File: src/hdl/tp_host_defs.svh
`ifndef TP_HOST_DEFS_SVH
`define TP_HOST_DEFS_SVH
// ==========================================================
// status and mask bit positions
`define ST_RX_INHIBIT     7
`define ST_TSEL_HI        6
`define ST_TSEL_LO        5
`define ST_POWER_ON       4
`define ST_TEST           3
`define ST_REBUILD        2
`define ST_TX_ACKED       1
`define ST_TX_AVAIL       0
// ==========================================================
// command opcodes in the low three bits
`define OP_DIS_TX         3'h1
`define OP_DIS_RX         3'h2
`define OP_EN_TX          3'h3
`define OP_EN_RX          3'h4
`define OP_CONFIG         3'h5
`define OP_CLEAR          3'h6
// ==========================================================
// timing figures in nanoseconds and milliseconds, and the clock period
`define CLK_PERIOD_NS     100
`define RESP_T11_NS       74700
`define RESP_T10_NS       283400
`define RESP_T01_NS       561800
`define RESP_T00_NS       1118600
`define IDLE_EXTRA_NS     3500
`define LINE_IDLE_NS      78200
`define RECONF_SHORT_MS   840
`define RECONF_LONG_MS    1680
// cycle counts: all times round down, nanosecond ones at least one cycle
`define NS2CYC(t)         (((t) / `CLK_PERIOD_NS) < 1 ? 1 : ((t) / `CLK_PERIOD_NS))
`define MS2CYC(t)         ((t) * 1000000 / `CLK_PERIOD_NS)
`endif

File: src/hdl/tp_host_pkg.sv
`default_nettype none
// ==========================================================
// shared types
package tp_host_pkg;
   // decoded host i/o operation
   typedef enum logic [1:0] {
      OP_MASK_WR,
      OP_STAT_RD,
      OP_CMD_WR,
      OP_RESERVED
   } hostop_e;
   // events reported by the network engine
   typedef struct packed {
      logic tokenSeen;   // token arrived at this node
      logic rxStarted;   // packet reception under way
      logic rxStored;    // packet written to enabled page
      logic txDone;      // transmit sequence finished
      logic txAcked;     // destination acknowledged
      logic txBcast;     // finished packet was broadcast
   } netevt_s;
   // settings handed to the network engine
   typedef struct packed {
      logic       txPending;
      logic [1:0] txPage;
      logic       rxEnabled;
      logic [1:0] rxPage;
      logic       rxBcast;
      logic       longPkts;
   } netcfg_s;
endpackage
`default_nettype wire

File: src/hdl/tp_host_ctrl.sv
`default_nettype none
`include "tp_host_defs.svh"
module tp_host_ctrl #(
   parameter int CW = 25
) (
   input  wire logic                core_clk,
   input  wire logic                rst,
   input  wire logic                io_cycle_request,
   input  wire logic                address_strobe,
   input  wire logic                command_select_bit,
   input  wire logic                readNotWrite,
   input  wire logic [7:0]          dataIn,
   output logic [7:0]               dataOut,
   output logic                     dataOutEn_n,
   input  wire logic                ext_timeout_pin_hi,
   input  wire logic                ext_timeout_pin_lo,
   input  wire logic                serialRxLine,
   input  wire tp_host_pkg::netevt_s netEvt,
   output tp_host_pkg::netcfg_s     netCfg,
   output logic                     reconfigStart,
   output logic                     lineIdle,
   output logic [CW-1:0]            respTimeoutCyc,
   output logic [CW-1:0]            idleTimeoutCyc,
   output logic                     irq_out
);
   // ==========================================================
   // state
   logic [7:0] mask_q;            // interrupt enable mask
   logic       receive_inhibited; // status bit 7
   logic       powerOn_q;         // status bit 4
   logic       topology_rebuild_flag;
   logic       tx_acked;
   logic       tx_available;
   logic       disTxPend_q;       // disable transmit waits for token
   logic       disRxPend_q;       // disable receive waits for token
   logic       strobe_q;          // delayed strobe for edge
   logic [CW-1:0] reconfCyc;      // reconfiguration limit
   logic       idleExp;           // idle watchdog fire
   logic       tokenExp;          // token watchdog fire
   logic       timeout_select_state_hi;
   logic       timeout_select_state_lo;
   logic [7:0] status;            // assembled status byte
   tp_host_pkg::hostop_e op;      // decoded operation
   logic       take;              // one cycle per host cycle
   logic       cmdWr;             // valid command write
   logic [2:0] opc;               // command opcode field
   logic       defined;           // command is a defined code
   // ==========================================================
   // timeout selection and watchdogs
   tp_timeout_sel #(.CW(CW)) u_sel (
      .tselHi    (ext_timeout_pin_hi),
      .tselLo    (ext_timeout_pin_lo),
      .respCyc   (respTimeoutCyc),
      .idleCyc   (idleTimeoutCyc),
      .reconfCyc (reconfCyc)
   );
   // line idle for 78.2 us; restarted by receive line activity
   tp_watchdog #(.CW(CW)) u_idle (
      .core_clk (core_clk),
      .rst      (rst),
      .restart  (!serialRxLine),
      .limit    (CW'(`NS2CYC(`LINE_IDLE_NS))),
      .expired  (idleExp)
   );
   // token watchdog
   tp_watchdog #(.CW(CW)) u_tok (
      .core_clk (core_clk),
      .rst      (rst),
      .restart  (netEvt.tokenSeen),
      .limit    (reconfCyc),
      .expired  (tokenExp)
   );
   assign reconfigStart = tokenExp;
   assign lineIdle      = idleExp;
   // ==========================================================
   // host cycle decode on strobe falling edge
   always_ff @(posedge core_clk) begin
      if (rst) begin
         strobe_q <= 1'b1;
      end else begin
         strobe_q <= address_strobe;
      end
   end
   assign take = strobe_q && !address_strobe && io_cycle_request;
   assign op   = tp_host_pkg::hostop_e'({command_select_bit, readNotWrite});
   assign opc  = dataIn[2:0];
   // defined codes only
   always_comb begin
      case (opc)
         `OP_DIS_TX, `OP_DIS_RX: defined = (dataIn[7:3] == 5'h00);
         `OP_EN_TX:              defined = (dataIn[7:5] == 3'h0);
         `OP_EN_RX:              defined = (dataIn[6:5] == 2'h0);
         `OP_CONFIG:             defined = (dataIn[7:4] == 4'h0);
         `OP_CLEAR:              defined = (dataIn[7:5] == 3'h0);
         default:                defined = 1'b0;
      endcase
   end
   assign cmdWr = take && op == tp_host_pkg::OP_CMD_WR && defined;
   // ==========================================================
   // status byte, pins read live
   assign timeout_select_state_hi = ext_timeout_pin_hi;
   assign timeout_select_state_lo = ext_timeout_pin_lo;
   always_comb begin
      status = 8'h00;
      status[`ST_RX_INHIBIT] = receive_inhibited;
      status[`ST_TSEL_HI]    = timeout_select_state_hi;
      status[`ST_TSEL_LO]    = timeout_select_state_lo;
      status[`ST_POWER_ON]   = powerOn_q;
      status[`ST_TEST]       = 1'b0;
      status[`ST_REBUILD]    = topology_rebuild_flag;
      status[`ST_TX_ACKED]   = tx_acked;
      status[`ST_TX_AVAIL]   = tx_available;
   end
   // read data registered, driven while strobe low
   always_ff @(posedge core_clk) begin
      if (rst) begin
         dataOut     <= 8'h00;
         dataOutEn_n <= 1'b1;
      end else if (take && op == tp_host_pkg::OP_STAT_RD) begin
         dataOut     <= status;
         dataOutEn_n <= 1'b0;
      end else if (address_strobe) begin
         dataOutEn_n <= 1'b1;
      end
   end
   // ==========================================================
   // mask register
   always_ff @(posedge core_clk) begin
      if (rst) begin
         mask_q <= 8'h00;
      end else if (take && op == tp_host_pkg::OP_MASK_WR) begin
         mask_q <= dataIn;
      end
   end
   // ==========================================================
   // power-on flag: set by reset, cleared by command
   always_ff @(posedge core_clk) begin
      if (rst) begin
         powerOn_q <= 1'b1;
      end else if (cmdWr && opc == `OP_CLEAR && dataIn[3]) begin
         powerOn_q <= 1'b0;
      end
   end
   // rebuild flag: set wins over clear
   always_ff @(posedge core_clk) begin
      if (rst) begin
         topology_rebuild_flag <= 1'b0;
      end else if (idleExp) begin
         topology_rebuild_flag <= 1'b1;
      end else if (cmdWr && opc == `OP_CLEAR && dataIn[4]) begin
         topology_rebuild_flag <= 1'b0;
      end
   end
   // ==========================================================
   // transmit flags and pending work
   always_ff @(posedge core_clk) begin
      if (rst) begin
         tx_available     <= 1'b1;
         tx_acked         <= 1'b0;
         netCfg.txPending <= 1'b0;
         netCfg.txPage    <= 2'h0;
         disTxPend_q      <= 1'b0;
      end else begin
         if (cmdWr && opc == `OP_EN_TX) begin
            tx_available     <= 1'b0;
            tx_acked         <= 1'b0;
            netCfg.txPending <= 1'b1;
            netCfg.txPage    <= dataIn[4:3];
            disTxPend_q      <= 1'b0; // a new enable overrides an older disable unless the token applies that disable in the same cycle
         end else if (cmdWr && opc == `OP_DIS_TX) begin
            disTxPend_q <= 1'b1;
         end
         if (netEvt.txAcked && !netEvt.txBcast) begin
            tx_acked <= 1'b1;
         end
         if (netEvt.txDone) begin
            tx_available     <= 1'b1;
            netCfg.txPending <= 1'b0;
         end
         if (netEvt.tokenSeen && disTxPend_q) begin
            disTxPend_q <= 1'b0;
            if (!netEvt.txDone) begin
               netCfg.txPending <= 1'b0;
               tx_available     <= 1'b1;
            end
         end
      end
   end
   // ==========================================================
   // receive flags and setup
   always_ff @(posedge core_clk) begin
      if (rst) begin
         receive_inhibited <= 1'b1;
         netCfg.rxEnabled  <= 1'b0;
         netCfg.rxPage     <= 2'h0;
         netCfg.rxBcast    <= 1'b0;
         disRxPend_q       <= 1'b0;
      end else begin
         if (cmdWr && opc == `OP_EN_RX) begin
            receive_inhibited <= 1'b0;
            netCfg.rxEnabled  <= 1'b1;
            netCfg.rxPage     <= dataIn[4:3];
            netCfg.rxBcast    <= dataIn[7];
            disRxPend_q       <= 1'b0; // a new enable overrides an older disable unless the token applies that disable in the same cycle
         end else if (cmdWr && opc == `OP_DIS_RX) begin
            disRxPend_q <= 1'b1;
         end
         if (netEvt.tokenSeen && disRxPend_q && !netEvt.rxStarted) begin
            disRxPend_q       <= 1'b0;
            receive_inhibited <= 1'b1;
            netCfg.rxEnabled  <= 1'b0;
         end
         if (netEvt.rxStored) begin
            receive_inhibited <= 1'b1;
            netCfg.rxEnabled  <= 1'b0;
            disRxPend_q       <= 1'b0;
         end
      end
   end
   // configuration
   always_ff @(posedge core_clk) begin
      if (rst) begin
         netCfg.longPkts <= 1'b0;
      end else if (cmdWr && opc == `OP_CONFIG) begin
         netCfg.longPkts <= dataIn[3];
      end
   end
   // ==========================================================
   // interrupt
   assign irq_out = powerOn_q
                  | (receive_inhibited & mask_q[`ST_RX_INHIBIT])
                  | (topology_rebuild_flag & mask_q[`ST_REBUILD])
                  | (tx_available & mask_q[`ST_TX_AVAIL]);
endmodule
`default_nettype wire

File: src/hdl/tp_timeout_sel.sv
`default_nettype none
`include "tp_host_defs.svh"
// ==========================================================
// timeout selection from the two static pins
module tp_timeout_sel #(
   parameter int CW = 25
) (
   input  wire logic          tselHi,
   input  wire logic          tselLo,
   output logic [CW-1:0]      respCyc,
   output logic [CW-1:0]      idleCyc,
   output logic [CW-1:0]      reconfCyc
);
   initial begin
      if (CW < 25) $error("counter width too small");
   end
   // response and reconfiguration per pin setting
   always_comb begin
      case ({tselHi, tselLo})
         2'b11: begin
            respCyc   = CW'(`NS2CYC(`RESP_T11_NS));
            reconfCyc = CW'(`MS2CYC(`RECONF_SHORT_MS));
         end
         2'b10: begin
            respCyc   = CW'(`NS2CYC(`RESP_T10_NS));
            reconfCyc = CW'(`MS2CYC(`RECONF_LONG_MS));
         end
         2'b01: begin
            respCyc   = CW'(`NS2CYC(`RESP_T01_NS));
            reconfCyc = CW'(`MS2CYC(`RECONF_LONG_MS));
         end
         default: begin
            respCyc   = CW'(`NS2CYC(`RESP_T00_NS));
            reconfCyc = CW'(`MS2CYC(`RECONF_LONG_MS));
         end
      endcase
      // idle is response plus fixed extra
      idleCyc = respCyc + CW'(`NS2CYC(`IDLE_EXTRA_NS));
   end
endmodule
`default_nettype wire

File: src/hdl/tp_watchdog.sv
`default_nettype none
// ==========================================================
// up counter that fires once when a limit is reached
module tp_watchdog #(
   parameter int CW = 25
) (
   input  wire logic          core_clk,
   input  wire logic          rst,
   input  wire logic          restart,
   input  wire logic [CW-1:0] limit,
   output logic              expired
);
   logic [CW-1:0] count_q; // cycles since restart
   initial begin
      if (CW < 2) $error("width too small");
   end
   // count, hold at limit
   always_ff @(posedge core_clk) begin
      if (rst || restart) begin
         count_q <= '0;
      end else if (count_q < limit) begin
         count_q <= count_q + CW'(1);
      end
   end
   // one pulse on reaching limit
   assign expired = !rst && !restart && (count_q == limit - CW'(1));
endmodule
`default_nettype wire

File: config.mk
export PLATFORM = sky130hd
export DESIGN_NAME = tp_host_ctrl
export DESIGN_NICKNAME = d
export VERILOG_FILES = /design/src/hdl/tp_host_pkg.sv /design/src/hdl/tp_host_ctrl.sv /design/src/hdl/tp_timeout_sel.sv /design/src/hdl/tp_watchdog.sv
export VERILOG_INCLUDE_DIRS = /design/src /design/src/hdl
export SDC_FILE = /design/constraint.sdc
export NUM_CORES = 1
export LEC_CHECK = 0
export ABC_AREA = 1
export BUFFER_PORTS_ARGS = -buffer_cell sky130_fd_sc_hd__buf_2
export CELL_PAD_IN_SITES_DETAIL_PLACEMENT = 1
export CELL_PAD_IN_SITES_GLOBAL_PLACEMENT = 2
export CORE_MARGIN = 10
export CORE_UTILIZATION = 30
export DETAILED_ROUTE_END_ITERATION = 6
export PLACE_DENSITY_LB_ADDON = 0.25
export SLEW_MARGIN = 20
export SYNTH_ARGS = -nofsm -noshare
export SYNTH_HDL_FRONTEND = slang
export SYNTH_SLANG_ARGS = --single-unit
export TNS_END_PERCENT = 5
File: constraint.sdc
create_clock -name core_clk -period 1.85 [get_ports core_clk]
set_input_delay 0.0925 -clock core_clk [delete_from_list [all_inputs] [get_ports core_clk]]
set_output_delay 0.0925 -clock core_clk [all_outputs]
set_load 0.03 [all_outputs]
# Word-level counts from Yosys, hierarchy flattened
# Index checks and enable logic that the tools add are counted.
totals:
  ff_bits: 82
  in_bits: 23
  output_inout_bits: 70
  wordCells: 104
op_classes:
  n_addsub: 4
  order_cmp: 2
  eq_ne: 13
  n_mux: 17
  n_bitwise: 6
  reduce_logical: 43
op_table:
  columns: ["operator", "count"]
  rows:
  - ["$add A25 B1 Y25 const B", 2]
  - ["$pmux W14 S3", 1]
  - ["$eq A25 B10 Y1 const B", 1]
  - ["$eq A25 B25 Y1", 1]
  - ["$lt A25 B10 Y1 const B", 1]
  - ["$lt A25 B25 Y1", 1]
  - ["$mux W25", 1]
  - ["$sub A25 B1 Y25 const B", 1]
  - ["$logic_and A1 B1 Y1", 22]
  - ["$add A14 B6 Y15 const B", 1]
  - ["$mux W1", 13]
  - ["$eq A3 B3 Y1 const B", 3]
  - ["$eq A2 B2 Y1 const B", 3]
  - ["$eq A3 B2 Y1 const B", 2]
  - ["$logic_not A1 Y1", 6]
  - ["$reduce_bool A2 Y1", 3]
  - ["$reduce_or A3 Y1", 2]
  - ["$logic_not A5 Y1", 1]
  - ["$eq A2 B1 Y1 const B", 2]
  - ["$logic_not A2 Y1", 2]
  - ["$logic_not A4 Y1", 1]
  - ["$pmux W1 S4", 1]
  - ["$reduce_or A2 Y1", 2]
  - ["$reduce_or A4 Y1", 1]
  - ["6 further kinds", 11]

# Depth between registers and ports, before layout
# Gate-level depths: netlist of run 1.
logic_depth:
  ltp_word: 10
  ltp_mapped: 14
  mapped_depth_nobuf: 13

# Modules after synthesis
# Synthesis of run 1 repeated with hierarchy kept, for this count alone.
hier_totals:
  cells_unflattened: 1380
  area_unflattened_um2: 8494.4
by_module_without_submodules:
  columns: ["mod", "n_inst", "cells_per_inst", "area_each_um2", "seq_area_each_um2"]
  rows:
  - ["tp_watchdog", 2, 572, 3372.0, 500.5]
  - ["tp_host_ctrl", 1, 157, 1198.6, 540.5]
  - ["tp_timeout_sel", 1, 79, 551.8, 0.0]

# Least setup slack after synthesis of run 1
# No wires, ideal clock.
synth_path:
  path_kind: "input to output"
  startpoint: "input port ext_timeout_pin_hi"
  endpoint: "output port reconfigStart"
  arrival_ns: 2.214
  required_ns: 1.757
  path_slack_ns: -0.457
  stages: 7
  path_buffers: 0
  cell_sequence: "nand2_1 -> inv_1 -> ha_1 -> nand2_1 -> nor3_4 -> nand2_1 -> nor3_1"
synth_between:
  elab_chain_cells: 5
synth_rtl:
  columns: ["item", "line", "source"]
  rows:
  - ["start, declared", "tp_host_ctrl.sv:15", "input wire logic ext_timeout_pin_hi,"]
  - ["$eq A2 B2 Y1", "tp_timeout_sel.sv:19", "case ({tselHi, tselLo})"]
  - ["$mux W25", "tp_timeout_sel.sv:19", null]
  - ["$sub A25 B1 Y25", "tp_watchdog.sv:26", "assign expired = !rst && !restart && (count_q == limit - CW'(1));"]
  - ["$eq A25 B25 Y1", "tp_watchdog.sv:26", null]
  - ["$logic_and A1 B1 Y1", "tp_watchdog.sv:26", null]
  - ["end, declared", "tp_host_ctrl.sv:20", "output logic reconfigStart,"]
# Every way passes these cells.

# Worst setup path after layout of run 1
layout_path:
  startpoint: "register u_tok.count_q[10]"
  endpoint: "output port reconfigStart"
layout_between:
  elab_chain_cells: 2
layout_rtl:
  columns: ["item", "line", "source"]
  rows:
  - ["start, declared", "tp_watchdog.sv:13", "logic [CW-1:0] count_q;"]
  - ["start signal, assigned", "tp_watchdog.sv:22", "count_q <= count_q + CW'(1);"]
  - ["$eq A25 B25 Y1", "tp_watchdog.sv:26", null]
  - ["$logic_and A1 B1 Y1", "tp_watchdog.sv:26", null]
# Every way passes these cells.

==> results.sh, run 1 <==
export IMPL_first_pass_iters=6
export IMPL_regArea_sq_um=1550
export IMPL_synth_xor_area_share_pct=3.42
export IMPL_drv_slew=0
export IMPL_dp_worst_setup_slack_ns=-0.0483
export IMPL_yosysTopAreaCell="dfxtp_1"
export IMPL_clk_pin_slew_ns=0.06
export IMPL_syn2layout_area_growth_pct=22.0
export IMPL_required_ns=1.76
export IMPL_synth_cell_type_count=31
export IMPL_grt_max_degree=26
export IMPL_h_tree_depth=3
export IMPL_relSlewSlack_pct=41.9
export IMPL_root_buffer="clkbuf_16"
export IMPL_synthAdderAreaFrac_pct=3.16
export IMPL_grt_pass1_wl_um=21900
export IMPL_ant_nets=0
export IMPL_syn_area_sq_um=4360
export IMPL_die_h_um=141
export IMPL_path_class="reg2out"
export IMPL_comb_power_share_pct=9.4
export IMPL_syn_avg_cell_area_sq_um=6.78
export IMPL_fin_area_sq_um=5320
export IMPL_synth_compound_area_share_pct=8.53
export IMPL_wl_per_cell_um=14.4
export IMPL_drive_gt1_share_pct=20.6
export IMPL_clock_path_buffers=2
export IMPL_leakage_nw=2.26
export IMPL_fin_crit_sh_pct=94.9
export IMPL_num_rows=43
export IMPL_irDropWorstVdd_mv=0.480
export IMPL_via_per_inst=4.63
export IMPL_drv_cap=0
export IMPL_yosysWarnings=0
export IMPL_p_sw_share_pct=25.7
export IMPL_fin_util_pct=37.9
export IMPL_cp_end_kind="output pin"
export IMPL_final_nets=751
export IMPL_diodes=0
export IMPL_start_util_pct=31.0
export IMPL_hpwl_um=9990
export IMPL_pwr_share_clk_pct=47.4
export IMPL_synth_cells=643
export IMPL_design_core_area_sq_um=14000
export IMPL_worst_path_max_fanout=2
export IMPL_multi_input_area_sq_um=2370
export IMPL_fp_dieArea_sq_um=19700
export IMPL_drt_iter0_drc=181
export IMPL_cts_sinks=77
export IMPL_seq_area_frac_synth_pct=35.4
export IMPL_placed_area_sq_um=4850
export IMPL_grtUsageTotal_pct=13.3
export IMPL_grt_pass1_vias=4488
export IMPL_grt_overflow_total=0
export IMPL_clock_latency_ns=0.34
export IMPL_vias=4173
export IMPL_synthMuxAreaShare_pct=0
export IMPL_fin_crit_ns=1.76
export IMPL_place_gp_congestion=0.809
export IMPL_fillCellCount=1806
export IMPL_ys_ff_latch=77
export IMPL_cts_tree="built"
export IMPL_power_density_nw_per_um2=731
export IMPL_arrival_ns=1.66
export IMPL_status="completed"
export IMPL_fp_dieW_um=141
export IMPL_setup_violations_final=0
export IMPL_io_buffers=65
export IMPL_hold_viol_final=0
export IMPL_remaining_drc_errors=0
export IMPL_synth_top_family_by_area="simple AND/OR/NAND/NOR gates"
export IMPL_hold_path_class="in2reg"
export IMPL_worst_slack_ns=0.0935
export IMPL_synth_area_leaders="dfxtp_1 35%, nand2_1 14%, nor2_1 7.8%"
export IMPL_io_pins=93
export IMPL_power_frac_seq_pct=43.3
export IMPL_intPower_w=0.00289
export IMPL_r2r_slack_ns=0.11
export IMPL_antenna_found_initial=0
export IMPL_tightest_slew_ns=0.871
export IMPL_numCtsBuffers=9
export IMPL_clock_skew_ns=0.00644
export IMPL_rsz0062_at_grt="true"
export IMPL_worst_setup_path_start_kind="flop"
export IMPL_max_freq_mhz=569
export IMPL_drt_total_wl_um=13000
export IMPL_synthSimpleGateAreaFrac_pct=34.4
export IMPL_netSwitchingPower_w=0.000999
export IMPL_synth_top_area_share_pct=35.4
[power by group through the flow]
stage	combinational, W	sequential (W)	clock [W]
after floorplan	0.000294	0.00173	0
after global placement	0.000348	0.00172	0
after detailed placement	0.000356	0.00172	0
after CTS	0.000363	0.00168	0.00191
after global routing	0.000399	0.00168	0.00198
final	0.000364	0.00168	0.00184
[worst max-delay path: stages, from the launching register on]
cell	delay, ns
dfxtp_2	0.34
ha_4	0.27
buf_4	0.10
nand3_2	0.09
nor3_4	0.16
nand2_2	0.08
nor3_2	0.11
buf_4	0.19
[logic make-up after synthesis]
kind of cell	after synthesis
AO/OA/AOI/OAI	70
flip-flops	77
XOR/XNOR	17
AND/OR/NAND/NOR	341
other	2
buffers and inverters	125
adder cells (fa/ha/maj)	11
[synthesized netlist by cell type]
cell and count:
nor3_2 2, nor2_2 4, nand3b_1 7, a21oi_1 53
inv_2 4, inv_1 67, nor3_4 1, o21bai_1 2
conb_1 2, nand3_2 4, nand4_1 10, nand2_2 1
nand3_1 48, nand2_1 161, buf_2 2, nand3_4 2
xor2_1 14, buf_1 1, and3_1 1, nor2_1 90
nor3b_1 1, dfxtp_1 77, ha_1 11, clkbuf_1 7
buf_6 4, o21ai_0 13, a21boi_4 1, o21a_1 1
xnor2_1 3, buf_4 40, nor3_1 9
[area by class of cell]
class | instances | share of cell area [%]
Inverter | 71 | 5.08
Clock buffer | 12 | 4.83
Clock inverter | 4 | 1.06
Sequential cell | 77 | 29.2
Tap cell | 180 | 4.24
Multi-Input combinational cell | 466 | 44.6
Timing Repair Buffer | 92 | 11.0
[metal layers]
| layer | global-route usage (%) | wire, um |
|---|---|---|
| met1 | 14.6 | 5520 |
| met2 | 24.0 | 6760 |
| met3 | 4.23 | 543 |
| met4 | 3.75 | 204 |
| met5 | 0 | 0 |
[through the flow]
step	power, W	hold slack, ns	TNS, ns	cells
final	0.00389	0.0251	0	902
after global routing	0.00406	0.0248	-0.0291	902
after CTS	0.00395	0.0138	0	900
after detailed placement	0.00207	0.301	-0.866	880
after global placement	0.00207	0.286	-0.0733	880
after floorplan	0.00202	0.181	0	668
[sequential cells by signal (all words and copies together), names as in the netlist]
| name | flops |
|---|---|
| topology_rebuild_flag | 1 |
| mask_q | 3 |
| powerOn_q | 1 |
| tx_acked | 1 |
| tx_available | 1 |
| u_tok.count_q | 25 |
| disRxPend_q | 1 |
| netCfg | 8 |
| dataOut | 7 |
| receive_inhibited | 1 |
| disTxPend_q | 1 |
| u_idle.count_q | 25 |
| dataOutEn_n | 1 |
| strobe_q | 1 |
[layout by cell type, fill, tap and decap left out, types with 3 or more instances in the layout]
| cell type | count |
|---|---|
| nand2_2 | 5 |
| nand2_1 | 156 |
| ha_1 | 7 |
| a21oi_1 | 49 |
| nand3_4 | 3 |
| dfxtp_2 | 7 |
| a21oi_2 | 4 |
| nor2_1 | 89 |
| dfxtp_1 | 70 |
| nor3_1 | 8 |
| nand3_2 | 4 |
| clkbuf_16 | 10 |
| nand3_1 | 47 |
| ha_4 | 4 |
| buf_2 | 63 |
| dlygate4sd3_1 | 3 |
| inv_2 | 6 |
| buf_4 | 21 |
| o21ai_0 | 13 |
| nand3b_1 | 7 |
| xnor2_1 | 3 |
| nor2_2 | 5 |
| nand4_1 | 10 |
| conb_1 | 27 |
| inv_1 | 64 |
| clkinv_4 | 3 |
| nor3_2 | 3 |
| xor2_1 | 14 |
[path summary, 6_finish.rpt]
| kind | from | to | depth (start not counted) |
|---|---|---|---|
| worst max-delay path | u_tok.count_q[10]$_SDFFE_PN0N_ | reconfigStart | 7 |
| worst min-delay path | dataIn[7] | mask_q[7]$_SDFFE_PP0P_ | 3 |
| worst max register to register | u_tok.count_q[10]$_SDFFE_PN0N_ | u_tok.count_q[17]$_SDFFE_PN0N_ | 10 |
| worst min register to register | u_idle.count_q[17]$_SDFFE_PN0N_ | u_idle.count_q[17]$_SDFFE_PN0N_ | 2 |
[what timing repair did]
action	CTS	global route
hold endpoints to repair	4	0
hold buffers	3	0
buffers inserted	1	1
cloned	0	1
pin swaps	1	3
setup endpoints to repair	1	27
resized for setup	5	20
Note: power is estimated with default switching activity, not from simulation.
==> run 2: changes to the inputs <==
--- a/config.mk
+++ b/config.mk
@@ -8,8 +8,10 @@
 export LEC_CHECK = 0
 export ABC_AREA = 1
 export BUFFER_PORTS_ARGS = -buffer_cell sky130_fd_sc_hd__buf_2
+export CAP_MARGIN = 0
 export CELL_PAD_IN_SITES_DETAIL_PLACEMENT = 1
 export CELL_PAD_IN_SITES_GLOBAL_PLACEMENT = 2
+export CORE_ASPECT_RATIO = 1.25
 export CORE_MARGIN = 10
 export CORE_UTILIZATION = 30
 export DETAILED_ROUTE_END_ITERATION = 6
==> run 2 against run 1 <==
  * Clock power decreased by 4%
  * Register-to-register slack improved by 0.07 ns
  * Utilization decreased by 1.1 points
  * Cell count increased by 0.11%
  * Worst hold slack improved by 0.011 ns
  * Global-route usage increased by 0.077 points
  * Sequential share of layout area increased by 0.17 points
  * Power decreased by 1.9%
  * Clock-buffer cell count decreased by 1
  * Clock skew about the same
  * Non-clock buffer count increased by 3
  * Setup slack got worse by 0.017 ns
  * Largest power group unchanged
==> results.sh, run 2 (synthesis results as in run 1) <==
export IMPL_syn2layout_area_growth_pct=21.1
export IMPL_ant_nets=0
export IMPL_final_common_cell="nand2_1"
export IMPL_drt_total_wl_um=13000
export IMPL_setup_violations_final=0
export IMPL_worst_path_max_fanout=4
export IMPL_clock_latency_ns=0.35
export IMPL_arrival_ns=1.68
export IMPL_critical_path_max_stage_delay_ns=0.37
export IMPL_fillCellCount=1899
export IMPL_num_rows=49
export IMPL_remaining_drc_errors=0
export IMPL_dp_worst_setup_slack_ns=-0.0817
export IMPL_root_buffer="clkbuf_16"
export IMPL_drv_cap=0
export IMPL_leakage_nw=2.26
export IMPL_hp_start="dataIn[7]"
export IMPL_drv_slew=0
export IMPL_status="completed"
export IMPL_fin_crit_ns=1.77
export IMPL_numCtsBuffers=9
export IMPL_worstPathCellList="ha_2 -> nand3_2 -> nor2_2 -> inv_1 -> nor3_2 -> buf_4"
export IMPL_whs_path_depth=3
export IMPL_first_pass_iters=4
export IMPL_vias=4162
export IMPL_fin_crit_sh_pct=95.8
export IMPL_grt_pass1_vias=4427
export IMPL_die_h_um=155
export IMPL_io_buffers=65
export IMPL_irDropWorstVdd_mv=0.434
export IMPL_diodes=0
export IMPL_fp_dieArea_sq_um=19800
export IMPL_r2r_cells=12
export IMPL_via_per_inst=4.61
export IMPL_relSlewSlack_pct=64.1
export IMPL_drt_iter0_drc=138
export IMPL_hold_viol_final=0
export IMPL_cts_sinks=77
export IMPL_grt_pass1_wl_um=21900
export IMPL_io_pins=93
export IMPL_final_nets=754
export IMPL_holdPathEnd="mask_q[7]$_SDFFE_PP0P_"
export IMPL_fp_dieW_um=128
export IMPL_r2r_slack_ns=0.18
export IMPL_clk_pin_slew_ns=0.06
export IMPL_place_gp_congestion=0.784
export IMPL_final_cell_mix="159 x nand2_1, 90 x nor2_1, 74 x dfxtp_1"
export IMPL_hold_path_class="in2reg"
export IMPL_cts_tree="built"
export IMPL_power_density_nw_per_um2=723
export IMPL_multi_input_area_sq_um=2340
export IMPL_max_freq_mhz=564
export IMPL_rsz0062_at_grt="true"
export IMPL_clock_path_buffers=2
export IMPL_worst_setup_path_start_kind="flop"
export IMPL_reg2reg_from="u_tok.count_q[12]$_SDFFE_PN0N_"
export IMPL_fin_area_sq_um=5280
export IMPL_critical_path_buf_inv_count=2
export IMPL_design_core_area_sq_um=14300
export IMPL_path_class="reg2out"
export IMPL_grtUsageTotal_pct=13.4
export IMPL_regArea_sq_um=1550
export IMPL_grt_overflow_total=0
export IMPL_grt_max_degree=26
export IMPL_cp_end_kind="output pin"
export IMPL_antenna_found_initial=0
export IMPL_tightest_slew_ns=0.535
export IMPL_clock_skew_ns=0.00681
export IMPL_drive_gt1_share_pct=19.2
export IMPL_tns_ns=0
export IMPL_crit_family="simple AND/OR/NAND/NOR gates"
export IMPL_h_tree_depth=3
export IMPL_top_regs="u_idle.count_q x25, u_tok.count_q x25, netCfg x8"
export IMPL_worst_slack_ns=0.0769
export IMPL_wl_per_cell_um=14.4
export IMPL_required_ns=1.76
export IMPL_crit_path_top_delay_cell="dfxtp_1"
export IMPL_hpwl_um=10100
export IMPL_placed_area_sq_um=4880
export IMPL_r2r_end="u_tok.count_q[16]$_SDFFE_PN0N_"
export IMPL_start_util_pct=30.4
[run 2: cell types whose count changed in the layout (fill, tap and decap cells not counted), sizes merged]
cell	previous run	this run
inv	70	71
clkbuf	14	12
clkinvlp	1	3
buf	87	89
dlygate4sd3	3	5
clkinv	3	2
bufinv	1	0
[run 2: metal layers]
| layer | wire length [um] | GRT usage (%) | share of wire (%) |
|---|---|---|---|
| met5 | 0 | 0 | 0 |
| met2 | 6930 | 24.1 | 53 |
| met3 | 363 | 2.53 | 2.8 |
| met4 | 248 | 5.37 | 1.9 |
| met1 | 5480 | 15.0 | 42 |
[run 2: metrics by stage]
step | instances | utilization, % | total power [W] | hold slack, ns
5_1_grt | 903 | 36.8 | 0.00398 | 0.0369
2_1_floorplan | 668 | - | 0.00202 | 0.181
4_1_cts | 903 | 36.7 | 0.00388 | 0.0254
3_5_place_dp | 882 | 34.0 | 0.00207 | 0.294
3_3_place_gp | 882 | 34.0 | 0.00207 | 0.285
6_report | 903 | 36.8 | 0.00381 | 0.0361
[run 2: layout make-up]
cell class	count	share of cell area [%]
Clock inverter	5	0.830
Inverter	71	5.12
Tap cell	178	4.22
Sequential cell	77	29.3
Multi-Input combinational cell	466	44.4
Clock buffer	11	4.79
Timing Repair Buffer	95	11.3
[run 2: tightest hold or removal path, stage by stage]
cell	delay [ns]
buf_2	0.12
inv_1	0.06
a21oi_1	0.06
[run 2: where the power goes]
part	internal, W	switching (W)	leakage, nW
Combinational	0.0000928	0.000274	1.49
Sequential	0.00167	0.00000864	0.624
Clock	0.000996	0.000772	0.140
Total	0.00276	0.00105	2.26
[run 2: how the worst max path moves through the flow]
stage	from	endpoint	slack, ns	cells after the start
floorplan	ext_timeout_pin_hi	u_tok.count_q[14]$_SDFFE_PN0N_	0.06	10
global placement	ext_timeout_pin_hi	u_tok.count_q[9]$_SDFFE_PN0N_	0.02	15
detailed placement	ext_timeout_pin_hi	u_tok.count_q[16]$_SDFFE_PN0N_	-0.08	15
CTS	u_tok.count_q[13]$_SDFFE_PN0N_	reconfigStart	0.02	6
global route	u_idle.count_q[2]$_SDFFE_PN0N_	lineIdle	-0.04	7
finish	u_tok.count_q[1]$_SDFFE_PN0N_	reconfigStart	0.08	6
[run 2: what timing repair did]
item                                   CTS  global route
cloned                                   0             0
setup endpoints to repair                1            14
endpoints found under the hold margin    6             0
buffers inserted                         1             0
hold buffers                             5             0
pin swaps                                4             1
gates resized for setup                  9             4
